## config.mk

```make
export PLATFORM = sky130hd
export DESIGN_NAME = phyci_regs
export DESIGN_NICKNAME = d
export VERILOG_FILES = /design/src/shared/phyci_pkg.sv /design/src/core/phyci_regs.sv /design/src/core/phyci_nlp_timer.sv
export VERILOG_INCLUDE_DIRS = /design/src /design/src/shared
export SDC_FILE = /design/constraint.sdc
export NUM_CORES = 1
export LEC_CHECK = 0
export BUFFER_PORTS_ARGS = -buffer_cell sky130_fd_sc_hd__buf_2
export CAP_MARGIN = 10
export CORE_UTILIZATION = 40
export CTS_CLUSTER_DIAMETER = 80
export DETAILED_ROUTE_END_ITERATION = 6
export MAX_ROUTING_LAYER = met4
export SLEW_MARGIN = 20
export SYNTH_ARGS = -nofsm -noshare
export SYNTH_HDL_FRONTEND = slang
export SYNTH_SLANG_ARGS = --single-unit
export TNS_END_PERCENT = 30
```

## constraint.sdc

```tcl
create_clock -name i_mclk -period 3.8 [get_ports i_mclk]
set_clock_uncertainty 0.05 [all_clocks]
set_input_delay 0.76 -clock i_mclk [delete_from_list [all_inputs] [get_ports i_mclk]]
set_output_delay 0.76 -clock i_mclk [all_outputs]
set_load 0.01 [all_outputs]
```

## src/shared/phyci_defs.svh

```systemverilog
`ifndef PHYCI_DEFS_SVH
`define PHYCI_DEFS_SVH
`define PHYCI_ADDR_PHY_STATUS      5'h10
`define PHYCI_ADDR_PHY_SPEC_CTRL   5'h11
`define PHYCI_ADDR_IRQ_STATUS_ONE  5'h12
`define PHYCI_CTRL_RESET           16'h0108
`define PHYCI_CTRL_WMASK           16'hff1f
`define PHYCI_BIT_PLL_DIS          15
`define PHYCI_BIT_PSAVE_EN         14
`define PHYCI_BIT_MODE_HI          13
`define PHYCI_BIT_MODE_LO          12
`define PHYCI_BIT_SCR_BYPASS       11
`define PHYCI_BIT_FIFO_HI          9
`define PHYCI_BIT_FIFO_LO          8
`define PHYCI_BIT_COL_FD           4
`define PHYCI_BIT_IRQ_POL          3
`define PHYCI_BIT_IRQ_TEST         2
`define PHYCI_BIT_IRQ_EN           1
`define PHYCI_BIT_IRQ_OE           0
`define PHYCI_NLP_PERIOD_MS        1400
`define PHYCI_CLK_KHZ              10000
`define PHYCI_NLP_CYCLES           (`PHYCI_NLP_PERIOD_MS * `PHYCI_CLK_KHZ)
`endif

```

## src/shared/phyci_pkg.sv

```systemverilog
package phyci_pkg;
	typedef enum logic [3:0] {
		PHYCI_NORMAL  = 4'h1,
		PHYCI_ACTIVE  = 4'h2,
		PHYCI_PASSIVE = 4'h4,
		PHYCI_WAKE    = 4'h8
	} phyci_pstate_t;
endpackage

```

## src/core/phyci_regs.sv

```systemverilog
`timescale 1ns/10ps
`default_nettype none
`include "phyci_defs.svh"
// What this block does
// - Status bit 0 mirrors link-up; reading never clears it.
// - Sleep mode applies only while power save enable bit is set.
// - Mode field 00 normal, 01 reserved, 10 active, 11 passive sleep.
// - Active sleep keeps management and energy detect, pulses every 1.4 s.
// - Passive sleep keeps management and energy detect, no pulses.
// - FIFO bridges receive to transmit clock; software picks depth.
// - Collision shown in full duplex only when enabled; always in half.
// - Polarity bit 1 idles pin high and asserts low.
// - Test interrupt bit forces the interrupt while set.
// - Master enable gates all events; enable bits 7:4 serve both latched bits 15:12 and lower events 7:4.
// - Output enable makes shared pin an interrupt output, else power-down input.
// - Latched bit 15 flags link quality change while link up.
// - Latched bit 14 flags energy detect change.
// - Latched bit 13 flags link status change.
// - Latched bit 12 flags speed change.
// - Low bits of status one are per-event enables, reset 0.
module phyci_regs #(
	parameter int NLP_CYCLES = `PHYCI_NLP_CYCLES
) (
	input  wire logic        i_mclk,
	input  wire logic        i_rst,
	input  wire logic [4:0]  i_addr,
	input  wire logic [15:0] i_wdata,
	input  wire logic        i_wr,
	input  wire logic        i_rd,
	output logic      [15:0] o_rdata,
	input  wire logic        i_link_up,
	input  wire logic        i_full_duplex,
	input  wire logic        i_col_raw,
	input  wire logic        i_energy_detect,
	input  wire logic        i_ev_link_quality,
	input  wire logic        i_ev_energy,
	input  wire logic        i_ev_link_status,
	input  wire logic        i_ev_speed,
	input  wire logic [7:0]  i_ev_lower,
	input  wire logic        i_pd_pin_in,
	output logic             o_pin_out,
	output logic             o_pin_oe,
	output logic             o_powerdown,
	output logic             o_pll_disable,
	output logic             o_sleep_powered_down,
	output logic             o_nlp_pulse,
	output logic             o_scrambler_bypass,
	output logic [3:0]       o_fifo_nibbles,
	output logic             o_col,
	output logic [1:0]       o_mode_state
);
	logic [15:0]               ctrl;
	logic [3:0]                latched;
	logic [7:0]                lower_latched;
	logic [7:0]                ev_enable;
	phyci_pkg::phyci_pstate_t  pstate;
	phyci_pkg::phyci_pstate_t  next_pstate;
	logic                      nlp_tick;

	wire sel_sts  = (i_addr == `PHYCI_ADDR_PHY_STATUS);
	wire sel_ctrl = (i_addr == `PHYCI_ADDR_PHY_SPEC_CTRL);
	wire sel_irq  = (i_addr == `PHYCI_ADDR_IRQ_STATUS_ONE);
	wire wr_ctrl  = i_wr && sel_ctrl;
	wire wr_irq   = i_wr && sel_irq;
	wire rd_irq   = i_rd && sel_irq;

	wire       psave_en = ctrl[`PHYCI_BIT_PSAVE_EN];
	wire [1:0] mode     = ctrl[`PHYCI_BIT_MODE_HI:`PHYCI_BIT_MODE_LO];
	// Mode only counts while power save is enabled; code 01 behaves as normal
	wire       want_active  = psave_en && (mode == 2'b10);
	wire       want_passive = psave_en && (mode == 2'b11);

	wire [3:0] ev_hi = {i_ev_link_quality && i_link_up, i_ev_energy,
		i_ev_link_status, i_ev_speed};
	// Set wins over a clearing read in the same cycle
	wire [3:0] next_latched = (rd_irq ? 4'h0 : latched) | ev_hi;
	wire [7:0] next_lower   = (rd_irq ? 8'h0 : lower_latched) | i_ev_lower;

	wire [3:0] hi_enables = ev_enable[7:4];
	wire event_pending = (|(latched & hi_enables)) || (|(lower_latched & ev_enable));
	wire irq_active = ctrl[`PHYCI_BIT_IRQ_TEST]
		|| (ctrl[`PHYCI_BIT_IRQ_EN] && event_pending);
	wire next_pin = irq_active ^ ctrl[`PHYCI_BIT_IRQ_POL];

	// Bits 11:8 of status one belong to a neighbouring block and read 0 here
	wire [15:0] irq_word = {latched, 4'h0, ev_enable};
	wire [15:0] rd_mux = sel_sts  ? {15'h0, i_link_up} :
		sel_ctrl ? ctrl :
		sel_irq  ? irq_word : 16'h0;

	wire [1:0] fifo_code = ctrl[`PHYCI_BIT_FIFO_HI:`PHYCI_BIT_FIFO_LO];
	wire [3:0] next_nibbles = (fifo_code == 2'b11) ? 4'h8 : 4'h4 + {2'h0, fifo_code};
	wire next_col = i_col_raw && (!i_full_duplex || ctrl[`PHYCI_BIT_COL_FD]);

	always_comb begin
		next_pstate = pstate;
		unique case (pstate)
			phyci_pkg::PHYCI_NORMAL: begin
				if (want_active && !i_energy_detect)
					next_pstate = phyci_pkg::PHYCI_ACTIVE;
				else if (want_passive && !i_energy_detect)
					next_pstate = phyci_pkg::PHYCI_PASSIVE;
			end
			phyci_pkg::PHYCI_ACTIVE: begin
				if (i_energy_detect || !want_active)
					next_pstate = phyci_pkg::PHYCI_WAKE;
			end
			phyci_pkg::PHYCI_PASSIVE: begin
				if (i_energy_detect || !want_passive)
					next_pstate = phyci_pkg::PHYCI_WAKE;
			end
			phyci_pkg::PHYCI_WAKE: begin
				// Stay up while a partner is present so the link can form
				if (!i_energy_detect)
					next_pstate = phyci_pkg::PHYCI_NORMAL;
			end
			default: next_pstate = phyci_pkg::PHYCI_NORMAL;
		endcase
	end

	wire asleep = (pstate == phyci_pkg::PHYCI_ACTIVE) || (pstate == phyci_pkg::PHYCI_PASSIVE);
	wire [1:0] next_mode_state = (pstate == phyci_pkg::PHYCI_ACTIVE)  ? 2'b10 :
		(pstate == phyci_pkg::PHYCI_PASSIVE) ? 2'b11 : 2'b00;

	phyci_nlp_timer #(
		.PERIOD (NLP_CYCLES)
	) u_nlp (
		.i_mclk (i_mclk),
		.i_rst  (i_rst),
		.i_run  (pstate == phyci_pkg::PHYCI_ACTIVE),
		.o_tick (nlp_tick)
	);

	always_ff @(posedge i_mclk or posedge i_rst) begin
		if (i_rst) begin
			ctrl          <= `PHYCI_CTRL_RESET;
			ev_enable     <= 8'h0;
			latched       <= 4'h0;
			lower_latched <= 8'h0;
			pstate        <= phyci_pkg::PHYCI_NORMAL;
		end else begin
			if (wr_ctrl)
				ctrl <= i_wdata & `PHYCI_CTRL_WMASK;
			if (wr_irq)
				ev_enable <= i_wdata[7:0];
			latched       <= next_latched;
			lower_latched <= next_lower;
			pstate        <= next_pstate;
		end
	end

	always_ff @(posedge i_mclk or posedge i_rst) begin
		if (i_rst) begin
			o_rdata              <= 16'h0;
			o_pin_out            <= 1'b1;
			o_pin_oe             <= 1'b0;
			o_powerdown          <= 1'b0;
			o_pll_disable        <= 1'b0;
			o_sleep_powered_down <= 1'b0;
			o_nlp_pulse          <= 1'b0;
			o_scrambler_bypass   <= 1'b0;
			o_fifo_nibbles       <= 4'h5;
			o_col                <= 1'b0;
			o_mode_state         <= 2'b00;
		end else begin
			o_rdata              <= i_rd ? rd_mux : 16'h0;
			o_pin_out            <= next_pin;
			o_pin_oe             <= ctrl[`PHYCI_BIT_IRQ_OE];
			// Pin acts as active-low power-down input only when not driven
			o_powerdown          <= !ctrl[`PHYCI_BIT_IRQ_OE] && !i_pd_pin_in;
			o_pll_disable        <= ctrl[`PHYCI_BIT_PLL_DIS];
			o_sleep_powered_down <= asleep;
			// Gated so a pulse never outlives the sleep state shown beside it
			o_nlp_pulse          <= nlp_tick && (pstate == phyci_pkg::PHYCI_ACTIVE);
			o_scrambler_bypass   <= ctrl[`PHYCI_BIT_SCR_BYPASS];
			o_fifo_nibbles       <= next_nibbles;
			o_col                <= next_col;
			o_mode_state         <= next_mode_state;
		end
	end
endmodule // phyci_regs
`default_nettype wire

```

## src/core/phyci_nlp_timer.sv

```systemverilog
`timescale 1ns/10ps
`default_nettype none
// Period timer held at zero unless i_run is high; emits a one-cycle pulse when the count wraps
module phyci_nlp_timer #(
	parameter int PERIOD = 14000000
) (
	input  wire logic i_mclk,
	input  wire logic i_rst,
	input  wire logic i_run,
	output logic      o_tick
);
	logic [31:0] count;
	wire         wrap = (count == 32'(PERIOD - 1));
	always_ff @(posedge i_mclk or posedge i_rst) begin
		if (i_rst) begin
			count  <= 32'h0;
			o_tick <= 1'b0;
		end else begin
			o_tick <= i_run && wrap;
			count  <= (!i_run || wrap) ? 32'h0 : count + 32'h1;
		end
	end
endmodule // phyci_nlp_timer
`default_nettype wire

```

Yosys cells after proc, flatten, opt, wreduce, memory -nomap -nowiden. Cells that the tools add are included.

Register bits after elaboration: 100. Bits of input ports: 42. Logic and storage cells: 86.

$add $sub $neg: 2. Equality and inequality tests: 15. Muxes and demuxes: 16. Bitwise operators: 5. Reduce and logical (&&, ||, !) cells: 30.

Operator list (count): two-way mux 16 bit (4); adder 32 x 1 -> 32 bit, second input constant (1); equality test 32 x 24 -> 1 bit, second input constant (1); two-way mux 32 bit (1); two-way mux 4 bit (7); case mux 4 bit (4 select lines) (1); equality test 5 bit, second input constant (3); logical AND 1 bit (13); AND 8 bit (1); two-way mux 8 bit (1); bitwise OR 8 bit (1); OR reduction 8 bit (1); zero test 1 bit (7); logical OR 1 bit (7); equality test 2 bit, second input constant (3); != test 2 bit, second input constant (3); adder 3 x 2 -> 4 bit, first input constant (1); AND 4 bit (1); equality test 4 x 1 -> 1 bit, second input constant (1); equality test 4 x 2 -> 1 bit, second input constant (1); equality test 4 x 3 -> 1 bit, second input constant (1); equality test 4 bit, second input constant (1); two-way mux 2 bit (2); bitwise OR 4 bit (1); 4 further kinds (4).

Longest topological paths before layout. Gate-level depths: netlist of run 1.

Depth in word-level cells: 6. Gate-level depth with buffers: 7. Mapped depth without buffers: 5.

Hierarchy. Synthesis of run 1 repeated with hierarchy kept, for this count alone.

Cell total of the unflattened synthesis: 363. Area total of the unflattened synthesis: 4366.7 um^2.

Modules (own cells, without submodules): phyci_regs (instances 1, cells each 182, area an instance 2549.9 um^2, sequential area each 1659.1 um^2); phyci_nlp_timer (instances 1, cells each 181, area an instance 1816.7 um^2, sequential area each 825.8 um^2).

Worst setup path after synthesis of run 1. Ideal clock, no wire load.

Path type: register to register. Start point: register u_nlp.count[0]. End point: register u_nlp.count[30]. Library setup time: 0.094 ns. Arrival: 2.143 ns. Required time: 3.656 ns. Path slack: 1.512 ns. Stages on the path, launching flop included: 7. Buffers on the path: 1. Clock period less this slack: 2.288 ns. Cell sequence: dfrtp_1 > ha_1 > nand4_4 > or4_1 > buf_2 > or4_1 > a211oi_1.

Cells in the longest elaborated chain, start to end: 3. Elaborated cells on any way between the ends: 4.

Ends and longest elaborated chain: start, declared (line phyci_nlp_timer.sv:12) `logic [31:0] count;`; start signal, assigned (line phyci_nlp_timer.sv:20) `count <= (!i_run || wrap) ? 32'h0 : count + 32'h1;`; parallel branches: the longest is 2 deep, another holds adder 32 x 1 -> 32 bit; two-way mux 32 bit * (line phyci_nlp_timer.sv:20).

Mark *: on every way between the ends. A chain may end at the register's enable or synchronous reset.

Final worst setup path of run 1.
Start point: register u_nlp.count[0]. End point: register u_nlp.count[28].

The elaborated chain is that of the path after synthesis.

==> reports/metrics.cfg, run 1 <==
[worst_setup_path]
critPathCaptureType = register
worst_r2r_path_depth = 5
reg2reg_slack_ns = 1.22
required_ns = 4.03
startpoint_of_the_worst_slack_reg_to_reg_timing_path = u_nlp.count[0]$_DFF_PP0_
cp_data_arrival_time_ns = 2.81
regToRegEndpoint = u_nlp.count[28]$_DFF_PP0_
critPathLaunchType = register
timing.critical_path.fanout_max = 16
classification_of_the_worst_setup_path = register to register

[synth]
post_syn_area_per_cell_um2 = 11.5
synthAdderAreaFrac_pct = 0.290
post_synth_instance_area_mm2 = 0.00431
muxShareOfSynthArea_pct = 5.95
async_flop_share_pct = 100
distinct_cell_type_count_of_the_synthesized_netlist = 51
seq_area_frac_synth_pct = 57.7
yosys.area_share.simple_pct = 17.9
post_synth_xor_area_fraction_pct = 2.64
postSynth.topFlopCell = sky130_fd_sc_hd__dfrtp_1
postSynthRegisterBits = 99
synthCells = 374
synth-compound-area-share_pct = 12.3
mappedNetlistNets = 417
number_of_synthesized_flops_with_an_enable_pin = 0
dominant_combinational_cell_family_by_area_after_synthesis = simple AND/OR/NAND/NOR gates
synth.yosys.warnings = 0

[timing]
max_fclk_mhz = 388
grt_setup_unrepaired = no
finalSetupViolCount = 0
setup_total_negative_slack_ns = 0
slew_hr_pct = 49.1
post-route-min-period_ns = 2.58
final-hold-violation-count = 0
worst-slew-pin-transition_ns = 0.760
final.period_utilization_pct = 67.9
timing_max_transition_violations_final = 0

[power]
sw_frac_of_total_pct = 24.4
p_sw_mw = 0.501
comb_power_share_pct = 8.9
leakage_nw = 2.18
clock_power_share_pct = 33.8
total_power_divided_by_cell_area_mw_per_mm2 = 410
sequentialPowerShare_pct = 57.3
power.ir.vdd_worst_v = 0.000211
fin_total_pwr_mw = 2.05
internal_power_mw = 1.55

[floorplanning]
design.die.area_mm2 = 0.0112
die_y_um = 106
die-width_um = 106
floorplan.rows = 37
initial_utilization_pct = 41.5
core_region_area_mm2 = 0.0104
io-pin-count = 72

[drt]
route.detailed.drc = 0
vias = 3102
first_iter_violations = 109
dr.pass1.iters = 4
vias_per_instance = 5.31
drt_wl_total_um = 8920
post_route_ant_nets = 0
routedWlPerCell_um = 15.3

[clocking]
hold_buffers = 0
clock_tree_root_driver_cell = sky130_fd_sc_hd__clkbuf_8
h_tree_levels = 3
clkTransAtPathRegs_ns = 0.09
cts_buffers = 9
post-cts-setup-buffers = 0
ctsResizeCount = 0
clkLatencyLatePin_ns = 0.37
cts_tree = yes
clock_sinks = 99
clock_tree.buffer_depth = 2

[layout]
area_growth_pct = 16.1
postLayoutCoreUtil_pct = 48.2
post-route-cell-area_mm2 = 0.00500
nets = 486
final_antenna_diode_count = 0
drive_above_1_share_pct = 28.6
mostFrequentLayoutCell = sky130_fd_sc_hd__dfrtp_1
most-common-layout-cells = sky130_fd_sc_hd__dfrtp_1 (93), sky130_fd_sc_hd__buf_2 (71), sky130_fd_sc_hd__nor2_1 (25), sky130_fd_sc_hd__mux2_2 (21), sky130_fd_sc_hd__a211oi_1 (15)
fillers = 982

[worst_hold_path]
hold_end = o_scrambler_bypass$_DFF_PP0_
hold_class = register to register
worstHoldStart = ctrl[11]$_DFFE_PP0P_
whs_path_depth = 0

[grt]
grt-ovfl-total = 0
antenna_found_initial = 0
grt_pass1_vias = 3048
grt_util_met3_pct = 6.49
grt_use_total_pct = 17.5
met2_usage_pct = 27.8
grt_max_degree = 61
grt_first_pass_wirelength_um = 14900
gr-max-usage-layer = met2
grt_use_met1_pct = 21.0

[place]
placed_inst_area_mm2 = 0.00480
place.detailed.hpwl_um = 6170
global_placer_s_final_weighted_congestion = 0.794
io_buffer_count = 71

[run_status]
run_status = finished, final reports clean

[job]
max-cap-violations = 0

==> sequential cells by signal (all words and copies together) (netlist names) <==
name and count:
o_scrambler_bypass 1, o_pin_oe 1, o_powerdown 1, pstate 4
u_nlp.count 32, o_pin_out 1, o_rdata 16, o_pll_disable 1
o_nlp_pulse 1, ev_enable 8, latched 4, u_nlp.o_tick 1
lower_latched 8, o_fifo_nibbles 4, ctrl 13, o_col 1
o_mode_state 2
==> layout make-up <==
class / instances / area, µm² / share of cell area, %
Multi-Input combinational cell: 243 / 1690 / 33.9
Tap cell: 136 / 170 / 3.40
Inverter: 13 / 51.3 / 1.03
Sequential cell: 99 / 2480 / 49.7
Timing Repair Buffer: 77 / 400 / 8.01
Clock buffer: 12 / 145 / 2.90
Clock inverter: 4 / 56.3 / 1.13
==> worst max-delay path by stage <==
stage	start	end
after floorplan	i_rst	ctrl[0]$_DFFE_PP0P_
after global routing	u_nlp.count[0]$_DFF_PP0_	u_nlp.count[26]$_DFF_PP0_
after global placement	u_nlp.count[0]$_DFF_PP0_	u_nlp.count[26]$_DFF_PP0_
final	u_nlp.count[0]$_DFF_PP0_	u_nlp.count[28]$_DFF_PP0_
after detailed placement	u_nlp.count[0]$_DFF_PP0_	u_nlp.count[30]$_DFF_PP0_
after CTS	u_nlp.count[0]$_DFF_PP0_	u_nlp.count[30]$_DFF_PP0_
==> logic make-up after synthesis <==
group,Yosys count
and+or+nand+nor,130
DFF,99
AOI/OAI and AO/OA,76
buffers and inverters,32
muxes,23
xor gates and xnor gates,13
adders and majority gates,1
==> worst max-delay path: stages (launching register included) <==
cell and delay, ns:
sky130_fd_sc_hd__dfrtp_1 0.41, sky130_fd_sc_hd__ha_1 0.29, sky130_fd_sc_hd__nand4_4 0.17, sky130_fd_sc_hd__or4_1 0.78, sky130_fd_sc_hd__or4_1 0.57, sky130_fd_sc_hd__a211oi_1 0.23
==> cell usage after synthesis, drive strengths merged (2+ instances only) <==
cell	count	area share, %
dfrtp	93	54
nor2	25	2.2
mux2	21	5.5
a211oi	15	2.6
clkbuf	14	1.2
inv	13	1.1
nand4	13	2.4
o21ai	13	1.5
nand2	12	1.0
nand3	12	1.4
a21o	11	1.9
nor3	10	1.2
or4	10	1.7
a21oi	9	1.0
a22oi	8	1.4
nor4	8	1.3
o31ai	8	1.4
or3	8	1.2
xor2	7	1.4
dfstp	6	3.7
xnor2	6	1.2
and2	5	0.73
and4	5	1.1
buf	5	0.84
nor2b	5	0.73
nand3b	4	0.70
and3	3	0.44
nand2b	3	0.44
a22o	2	0.41
a311oi	2	0.41
mux2i	2	0.46
nand4b	2	0.41
nor3b	2	0.35
nor4b	2	0.41
o311ai	2	0.41
==> power groups by stage <==
stage / clock network (mW) / registers (mW) / logic [mW]
floorplan: 0 / 1.19 / 0.107
global placement: 0 / 1.20 / 0.182
detailed placement: 0 / 1.20 / 0.186
CTS: 0.721 / 1.18 / 0.186
global route: 0.759 / 1.19 / 0.204
finish: 0.694 / 1.18 / 0.182
==> metrics by stage <==
step | hold slack, ns | std cells | setup WS, ns
CTS | 0.346 | 584 | 1.21
global route | 0.367 | 584 | 0.999
global placement | 0.333 | 568 | 1.29
finish | 0.345 | 584 | 1.22
detailed placement | 0.326 | 568 | 1.23
floorplan | 0.311 | 374 | 0.410
==> routing by layer <==
layer	share of wire [%]	vias to the layer above
li1	-	1525
met1	46	1516
met2	49	57
met3	5.0	4
met4	0.64	0
met5	0	-
Note: power is estimated with default switching activity, not from simulation.
==> run 2: changes to the inputs <==
==> constraint.sdc (replaced) <==
create_clock -name i_mclk -period 2.3 [get_ports i_mclk]
set_clock_uncertainty 0.05 [all_clocks]
set_input_delay 0.46 -clock i_mclk [delete_from_list [all_inputs] [get_ports i_mclk]]
set_output_delay 0.46 -clock i_mclk [all_outputs]
set_load 0.01 [all_outputs]
==> run 2 against run 1 <==
Against the previous run:
- register-to-register slack worse by 1.1 ns
- count of clock-buffer cells in the layout shrank 1
- sequential power increased by 64%
- setup slack got worse by 1.1 ns
- critical path depth is 1 higher
- cell area is 4.0% higher
- final cell count increased by 2.7%
- routed wire length up 0.21%
- critical endpoint is now u_nlp.count[30]$_DFF_PP0_
- largest power group unchanged
==> reports/metrics.cfg, run 2 (same netlist as run 1, synthesis figures left out) <==
[clocking]
clkTransAtPathRegs_ns = 0.10  ; was 0.09 ns
h_tree_levels = 3  ; unchanged
cts_buffers = 9  ; unchanged
clock_tree.buffer_depth = 2  ; unchanged
clock_tree_root_driver_cell = sky130_fd_sc_hd__clkbuf_8  ; unchanged
hold_buffers = 0  ; unchanged
clkLatencyLatePin_ns = 0.37  ; about the same
clock_sinks = 99  ; unchanged
cts_tree = yes  ; unchanged

[layout]
final_antenna_diode_count = 0  ; unchanged
area_of_the_multi_input_gates_mm2 = 0.00174  ; was 0.00169 mm²
most-common-layout-cells = sky130_fd_sc_hd__dfrtp_1 (93), sky130_fd_sc_hd__buf_2 (71), sky130_fd_sc_hd__nor2_1 (25), sky130_fd_sc_hd__mux2_2 (21), sky130_fd_sc_hd__buf_4 (17)  ; was sky130_fd_sc_hd__dfrtp_1 (93), sky130_fd_sc_hd__buf_2 (71), sky130_fd_sc_hd__nor2_1 (25), sky130_fd_sc_hd__mux2_2 (21), sky130_fd_sc_hd__a211oi_1 (15)
area_growth_pct = 20.7  ; was 16.1%
nets = 502  ; was 486
postLayoutCoreUtil_pct = 50.2  ; was 48.2%
fillers = 983  ; was 982
max_reg_flops = 32  ; unchanged
drive_above_1_share_pct = 32.8  ; was 28.6%
mostFrequentLayoutCell = sky130_fd_sc_hd__dfrtp_1  ; unchanged
regMostFlops = u_nlp.count  ; unchanged
largest_registers = u_nlp.count (32), o_rdata (16), ctrl (13)  ; unchanged
layout.area.seq_mm2 = 0.00248  ; unchanged
final_cells = 600  ; was 584

[drt]
dr.pass1.iters = 4  ; unchanged
route.detailed.drc = 0  ; unchanged
first_iter_violations = 136  ; was 109
vias = 3210  ; was 3102
routedWlPerCell_um = 14.9  ; was 15.3 µm
drt_wl_total_um = 8940  ; was 8920 µm
post_route_ant_nets = 0  ; unchanged
vias_per_instance = 5.35  ; was 5.31

[worst_setup_path]
critPathCaptureType = register  ; unchanged
cp_num_buf_inv = 1  ; was 0
classification_of_the_worst_setup_path = register to register  ; unchanged
crit_family = simple AND/OR/NAND/NOR gates  ; unchanged
timing.critical_path.from = u_nlp.count[0]$_DFF_PP0_  ; unchanged
startpoint_of_the_worst_slack_reg_to_reg_timing_path = u_nlp.count[0]$_DFF_PP0_  ; unchanged
cp_data_arrival_time_ns = 2.46  ; was 2.81 ns
critPathLaunchType = register  ; unchanged
worstPathCellList = ha_4, nand4_4, or4_4, buf_6, or4_1, a211oi_2  ; was ha_1, nand4_4, or4_1, or4_1, a211oi_1
cp_num_cells = 6  ; was 5
regToRegEndpoint = u_nlp.count[30]$_DFF_PP0_  ; was u_nlp.count[28]$_DFF_PP0_
crit_path_slowest_cell = sky130_fd_sc_hd__or4_4  ; was sky130_fd_sc_hd__or4_1
worst_r2r_path_depth = 6  ; was 5
reg2reg_slack_ns = 0.08  ; was 1.22 ns
critPathMaxStageDelay_ns = 0.55  ; was 0.78 ns
worst_setup_path_endpoint = u_nlp.count[30]$_DFF_PP0_  ; was u_nlp.count[28]$_DFF_PP0_
timing.critical_path.fanout_max = 16  ; unchanged
required_ns = 2.54  ; was 4.03 ns

[timing]
timing.final.ws_setup_ns = 0.0792  ; was 1.22 ns
post-route-min-period_ns = 2.22  ; was 2.58 ns
final-hold-violation-count = 0  ; unchanged
grt_setup_unrepaired = yes  ; was no
max_fclk_mhz = 450  ; was 388 MHz
timing_max_transition_violations_final = 0  ; unchanged
setup_total_negative_slack_ns = 0  ; unchanged
slew_hr_pct = 50.6  ; was 49.1%
worst-slew-pin-transition_ns = 0.739  ; was 0.760 ns
finalSetupViolCount = 0  ; unchanged
final.period_utilization_pct = 96.6  ; was 67.9%

[floorplanning]
die-width_um = 106  ; unchanged
design.die.area_mm2 = 0.0112  ; unchanged
floorplan.rows = 37  ; unchanged
io-pin-count = 72  ; unchanged
die_y_um = 106  ; unchanged
initial_utilization_pct = 41.5  ; unchanged
core_region_area_mm2 = 0.0104  ; unchanged

[power]
power.ir.vdd_worst_v = 0.000442  ; was 0.000211 V
leakage_nw = 2.27  ; was 2.18 nW
total_power_divided_by_cell_area_mw_per_mm2 = 647  ; was 410 mW/mm²
fin_total_pwr_mw = 3.37  ; was 2.05 mW

[run_status]
run_status = finished, final reports clean  ; unchanged

[grt]
grt_first_pass_wirelength_um = 15200  ; was 14900 µm
antenna_found_initial = 0  ; unchanged
grt-ovfl-total = 0  ; unchanged
grt_max_degree = 38  ; was 61
grt_pass1_vias = 3251  ; was 3048
grt_use_total_pct = 17.7  ; was 17.5%

[place]
numPlacedInstances = 584  ; was 568
io_buffer_count = 71  ; unchanged
place.detailed.hpwl_um = 6330  ; was 6170 µm
global_placer_s_final_weighted_congestion = 0.806  ; was 0.794
dp_slack_ns = -0.00287  ; was 1.23 ns

[worst_hold_path]
hold_class = input port to asynchronous set/reset pin  ; was register to register

[job]
max-cap-violations = 0  ; unchanged

run 2: cell types whose count changed in the layout (fill, tap and decap cells not counted), sizes merged:
| cell | before | now |
|---|---|---|
| inv | 15 | 14 |
| clkinvlp | 0 | 1 |
| clkbuf | 12 | 11 |
| clkinv | 1 | 2 |
| buf | 77 | 93 |
run 2: routing by layer:
metal / track usage [%] / part of all wire, % / vias up
li1: - / - / 1551
met1: 21.3 / 45 / 1598
met2: 28.6 / 49 / 51
met3: 6.18 / 4.9 / 10
met4: 4.46 / 1.0 / 0
met5: - / 0 / -
run 2: report_power, final:
part           switching, mW  internal, mW
Clock                  0.606         0.512
Sequential            0.0792          1.86
Combinational          0.144         0.161
Total                  0.829          2.54
run 2: cell type report:
class / instances / share of cell area (%)
clock buffer: 11 / 2.53
clock inverter: 5 / 1.15
inverter: 13 / 1.01
multi-input combinational: 243 / 33.4
sequential: 99 / 47.8
tap: 136 / 3.27
timing repair buffer: 93 / 10.9
run 2: worst reg2reg max path: stages, from the launching register on:
cell                       delay, ns
sky130_fd_sc_hd__dfrtp_1        0.40
sky130_fd_sc_hd__ha_4           0.16
sky130_fd_sc_hd__nand4_4        0.10
sky130_fd_sc_hd__or4_4          0.55
sky130_fd_sc_hd__buf_6          0.16
sky130_fd_sc_hd__or4_1          0.53
sky130_fd_sc_hd__a211oi_2       0.20
run 2: worst min path at each step:
stage / to / slack, ns / depth (start not counted)
6_report: ctrl[10]$_DFFE_PP0P_ / 0.02 / 2
5_1_grt: ctrl[10]$_DFFE_PP0P_ / 0.03 / 2
4_1_cts: ctrl[10]$_DFFE_PP0P_ / 0.02 / 2
3_5_place_dp: o_scrambler_bypass$_DFF_PP0_ / 0.34 / 0
3_3_place_gp: o_scrambler_bypass$_DFF_PP0_ / 0.32 / 0
2_1_floorplan: o_scrambler_bypass$_DFF_PP0_ / 0.31 / 0
run 2: metrics by stage:
stage	cell area, µm²	hold WS [ns]
after detailed placement	4960	0.339
after global placement	4960	0.323
after CTS	5160	0.0227
final	5200	0.0208
after floorplan	4310	0.311
after global routing	5200	0.0264
run 2: what timing repair did:
action / CTS / global route
setup endpoints to repair: 2 / 5
pin swaps: 0 / 2
buffers inserted: 0 / 0
gates resized for setup: 2 / 9
==> run 3: changes to the inputs <==
--- a/config.mk
+++ b/config.mk
@@ -8,6 +8,7 @@
 export LEC_CHECK = 0
 export BUFFER_PORTS_ARGS = -buffer_cell sky130_fd_sc_hd__buf_2
 export CAP_MARGIN = 10
+export CORE_MARGIN = 2
 export CORE_UTILIZATION = 40
 export CTS_CLUSTER_DIAMETER = 80
 export DETAILED_ROUTE_END_ITERATION = 6
==> run 3 against run 2 <==
Against the previous run:
- final cell count increased by 0.67%
- die area up 3.8%
- combinational power barely moved
- count of clock-buffer cells in the layout is 1 higher
- highest routed layer unchanged
==> reports/metrics.cfg, run 3 (same netlist as run 1, synthesis figures left out) <==
[worst_setup_path]
cp_data_arrival_time_ns = 2.42  ; was 2.46 ns
critPathLaunchType = register  ; unchanged
critPathCaptureType = register  ; unchanged
timing.critical_path.from = u_nlp.count[0]$_DFF_PP0_  ; unchanged
startpoint_of_the_worst_slack_reg_to_reg_timing_path = u_nlp.count[0]$_DFF_PP0_  ; unchanged
required_ns = 2.53  ; was 2.54 ns
timing.critical_path.fanout_max = 8  ; was 16
classification_of_the_worst_setup_path = register to register  ; unchanged

[layout]
largest_registers = u_nlp.count (32), o_rdata (16), ctrl (13)  ; unchanged
final_antenna_diode_count = 0  ; unchanged
regMostFlops = u_nlp.count  ; unchanged
max_reg_flops = 32  ; unchanged
area_growth_pct = 19.8  ; was 20.7%
nets = 506  ; was 502
drive_above_1_share_pct = 32.5  ; was 32.8%
most-common-layout-cells = sky130_fd_sc_hd__dfrtp_1 (93), sky130_fd_sc_hd__buf_2 (72), sky130_fd_sc_hd__nor2_1 (25), sky130_fd_sc_hd__buf_4 (22), sky130_fd_sc_hd__mux2_2 (21)  ; was sky130_fd_sc_hd__dfrtp_1 (93), sky130_fd_sc_hd__buf_2 (71), sky130_fd_sc_hd__nor2_1 (25), sky130_fd_sc_hd__mux2_2 (21), sky130_fd_sc_hd__buf_4 (17)
mostFrequentLayoutCell = sky130_fd_sc_hd__dfrtp_1  ; unchanged

[floorplanning]
design.die.area_mm2 = 0.0116  ; was 0.0112 mm²
core_region_area_mm2 = 0.0104  ; unchanged
io-pin-count = 72  ; unchanged
floorplan.rows = 37  ; unchanged
die-width_um = 108  ; was 106 µm
initial_utilization_pct = 41.5  ; unchanged
die_y_um = 108  ; was 106 µm

[timing]
minimum_hold_slack_ns = 0.120  ; was 0.0208 ns
grt_setup_unrepaired = no  ; was yes
worst-slew-pin-transition_ns = 0.760  ; was 0.739 ns
final.period_utilization_pct = 95.0  ; was 96.6%
max_fclk_mhz = 458  ; was 450 MHz
timing.final.ws_setup_ns = 0.114  ; was 0.0792 ns
final-hold-violation-count = 0  ; unchanged
post-route-min-period_ns = 2.19  ; was 2.22 ns
finalSetupViolCount = 0  ; unchanged
timing_max_transition_violations_final = 0  ; unchanged
slew_hr_pct = 49.2  ; was 50.6%

[grt]
grt_max_degree = 35  ; was 38
gr-max-usage-layer = met2  ; unchanged
grt_util_met3_pct = 5.21  ; was 6.18%
grt_use_total_pct = 17.6  ; was 17.7%
met2_usage_pct = 27.6  ; was 28.6%
grt-ovfl-total = 0  ; unchanged
grt_first_pass_wirelength_um = 15600  ; was 15200 µm
grt_use_met1_pct = 22.5  ; was 21.3%
grt_pass1_vias = 3232  ; was 3251
antenna_found_initial = 0  ; unchanged

[clocking]
cts_tree = yes  ; unchanged
hold_buffers = 0  ; unchanged
clkLatencyLatePin_ns = 0.37  ; about the same
clock_tree_root_driver_cell = sky130_fd_sc_hd__clkbuf_8  ; unchanged
cts_buffers = 9  ; unchanged
clock_tree.buffer_depth = 2  ; unchanged
h_tree_levels = 3  ; unchanged
clkTransAtPathRegs_ns = 0.10  ; about the same
clock_sinks = 99  ; unchanged

[worst_hold_path]
hold_class = input port to asynchronous set/reset pin  ; unchanged

[drt]
route.detailed.drc = 0  ; unchanged
vias = 3208  ; was 3210
drt_wl_total_um = 9390  ; was 8940 µm
dr.pass1.iters = 4  ; unchanged
vias_per_instance = 5.31  ; was 5.35
routedWlPerCell_um = 15.5  ; was 14.9 µm
first_iter_violations = 126  ; was 136
post_route_ant_nets = 0  ; unchanged

[power]
total_power_divided_by_cell_area_mw_per_mm2 = 629  ; was 647 mW/mm²
leakage_nw = 2.27  ; about the same
power.ir.vdd_worst_v = 0.000355  ; was 0.000442 V

[job]
max-cap-violations = 0  ; unchanged

[place]
global_placer_s_final_weighted_congestion = 0.792  ; was 0.806
io_buffer_count = 71  ; unchanged
place.detailed.hpwl_um = 6600  ; was 6330 µm
dp_slack_ns = -0.00794  ; was -0.00287 ns

[run_status]
run_status = finished, final reports clean  ; unchanged

[run 3: worst paths after layout]
kind                                                 to  slack [ns]  cells past startpoint
max                           u_nlp.count[30]$_DFF_PP0_        0.11                      6
min                            u_nlp.count[5]$_DFF_PP0_        0.12                      2
max reg2reg                   u_nlp.count[30]$_DFF_PP0_        0.11                      6
min reg2reg                o_scrambler_bypass$_DFF_PP0_        0.35                      0
max in group asynchronous          o_rdata[4]$_DFF_PP0_        1.43                      3
min in group i_mclk               o_powerdown$_DFF_PP0_        0.17                      2
[run 3: cell type report]
cell class                 count  area (µm²)
timing repair buffer          97         577
inverter                      13        52.6
sequential                    99        2480
multi-input combinational    243        1710
clock buffer                  12         135
clock inverter                 4        27.5
fill                         978        5210
tap                          136         170
[run 3: per-stage QoR]
| stage | total power, mW | setup TNS (ns) | cells | util [%] | area (µm²) |
|---|---|---|---|---|---|
| floorplan | 2.15 | 0 | 374 | - | 4310 |
| global placement | 2.28 | 0 | 586 | 47.8 | 4960 |
| detailed placement | 2.29 | -0.00794 | 586 | 47.8 | 4960 |
| CTS | 3.29 | 0 | 602 | 49.5 | 5130 |
| global route | 3.41 | 0 | 604 | 49.8 | 5160 |
| finish | 3.25 | 0 | 604 | 49.8 | 5160 |
[run 3: timing repair]
item	in CTS	in global routing
setup endpoints to repair	1	4
pin swaps	0	3
gates cloned	0	1
setup buffers	0	1
gates resized for setup	3	3
[run 3: routing by layer]
metal	part of all wire [%]	routed length (µm)
met4	1.2	108
met3	4.4	417
met2	49	4570
met5	0	0
met1	46	4290
[run 3: power by group]
group / switching (mW) / leakage, nW / internal [mW] / total [mW]
sequential: 0.0786 / 1.27 / 1.86 / 1.94
combinational: 0.146 / 0.912 / 0.161 / 0.307
clock: 0.598 / 0.0851 / 0.400 / 0.998
total: 0.823 / 2.27 / 2.42 / 3.25
[run 3: worst max-delay path, stage by stage (launching register included)]
cell and delay, ns:
sky130_fd_sc_hd__dfrtp_1 0.37, sky130_fd_sc_hd__ha_2 0.21, sky130_fd_sc_hd__nand4_4 0.10, sky130_fd_sc_hd__or4_4 0.50, sky130_fd_sc_hd__buf_6 0.15, sky130_fd_sc_hd__or4_1 0.49, sky130_fd_sc_hd__a211oi_1 0.23
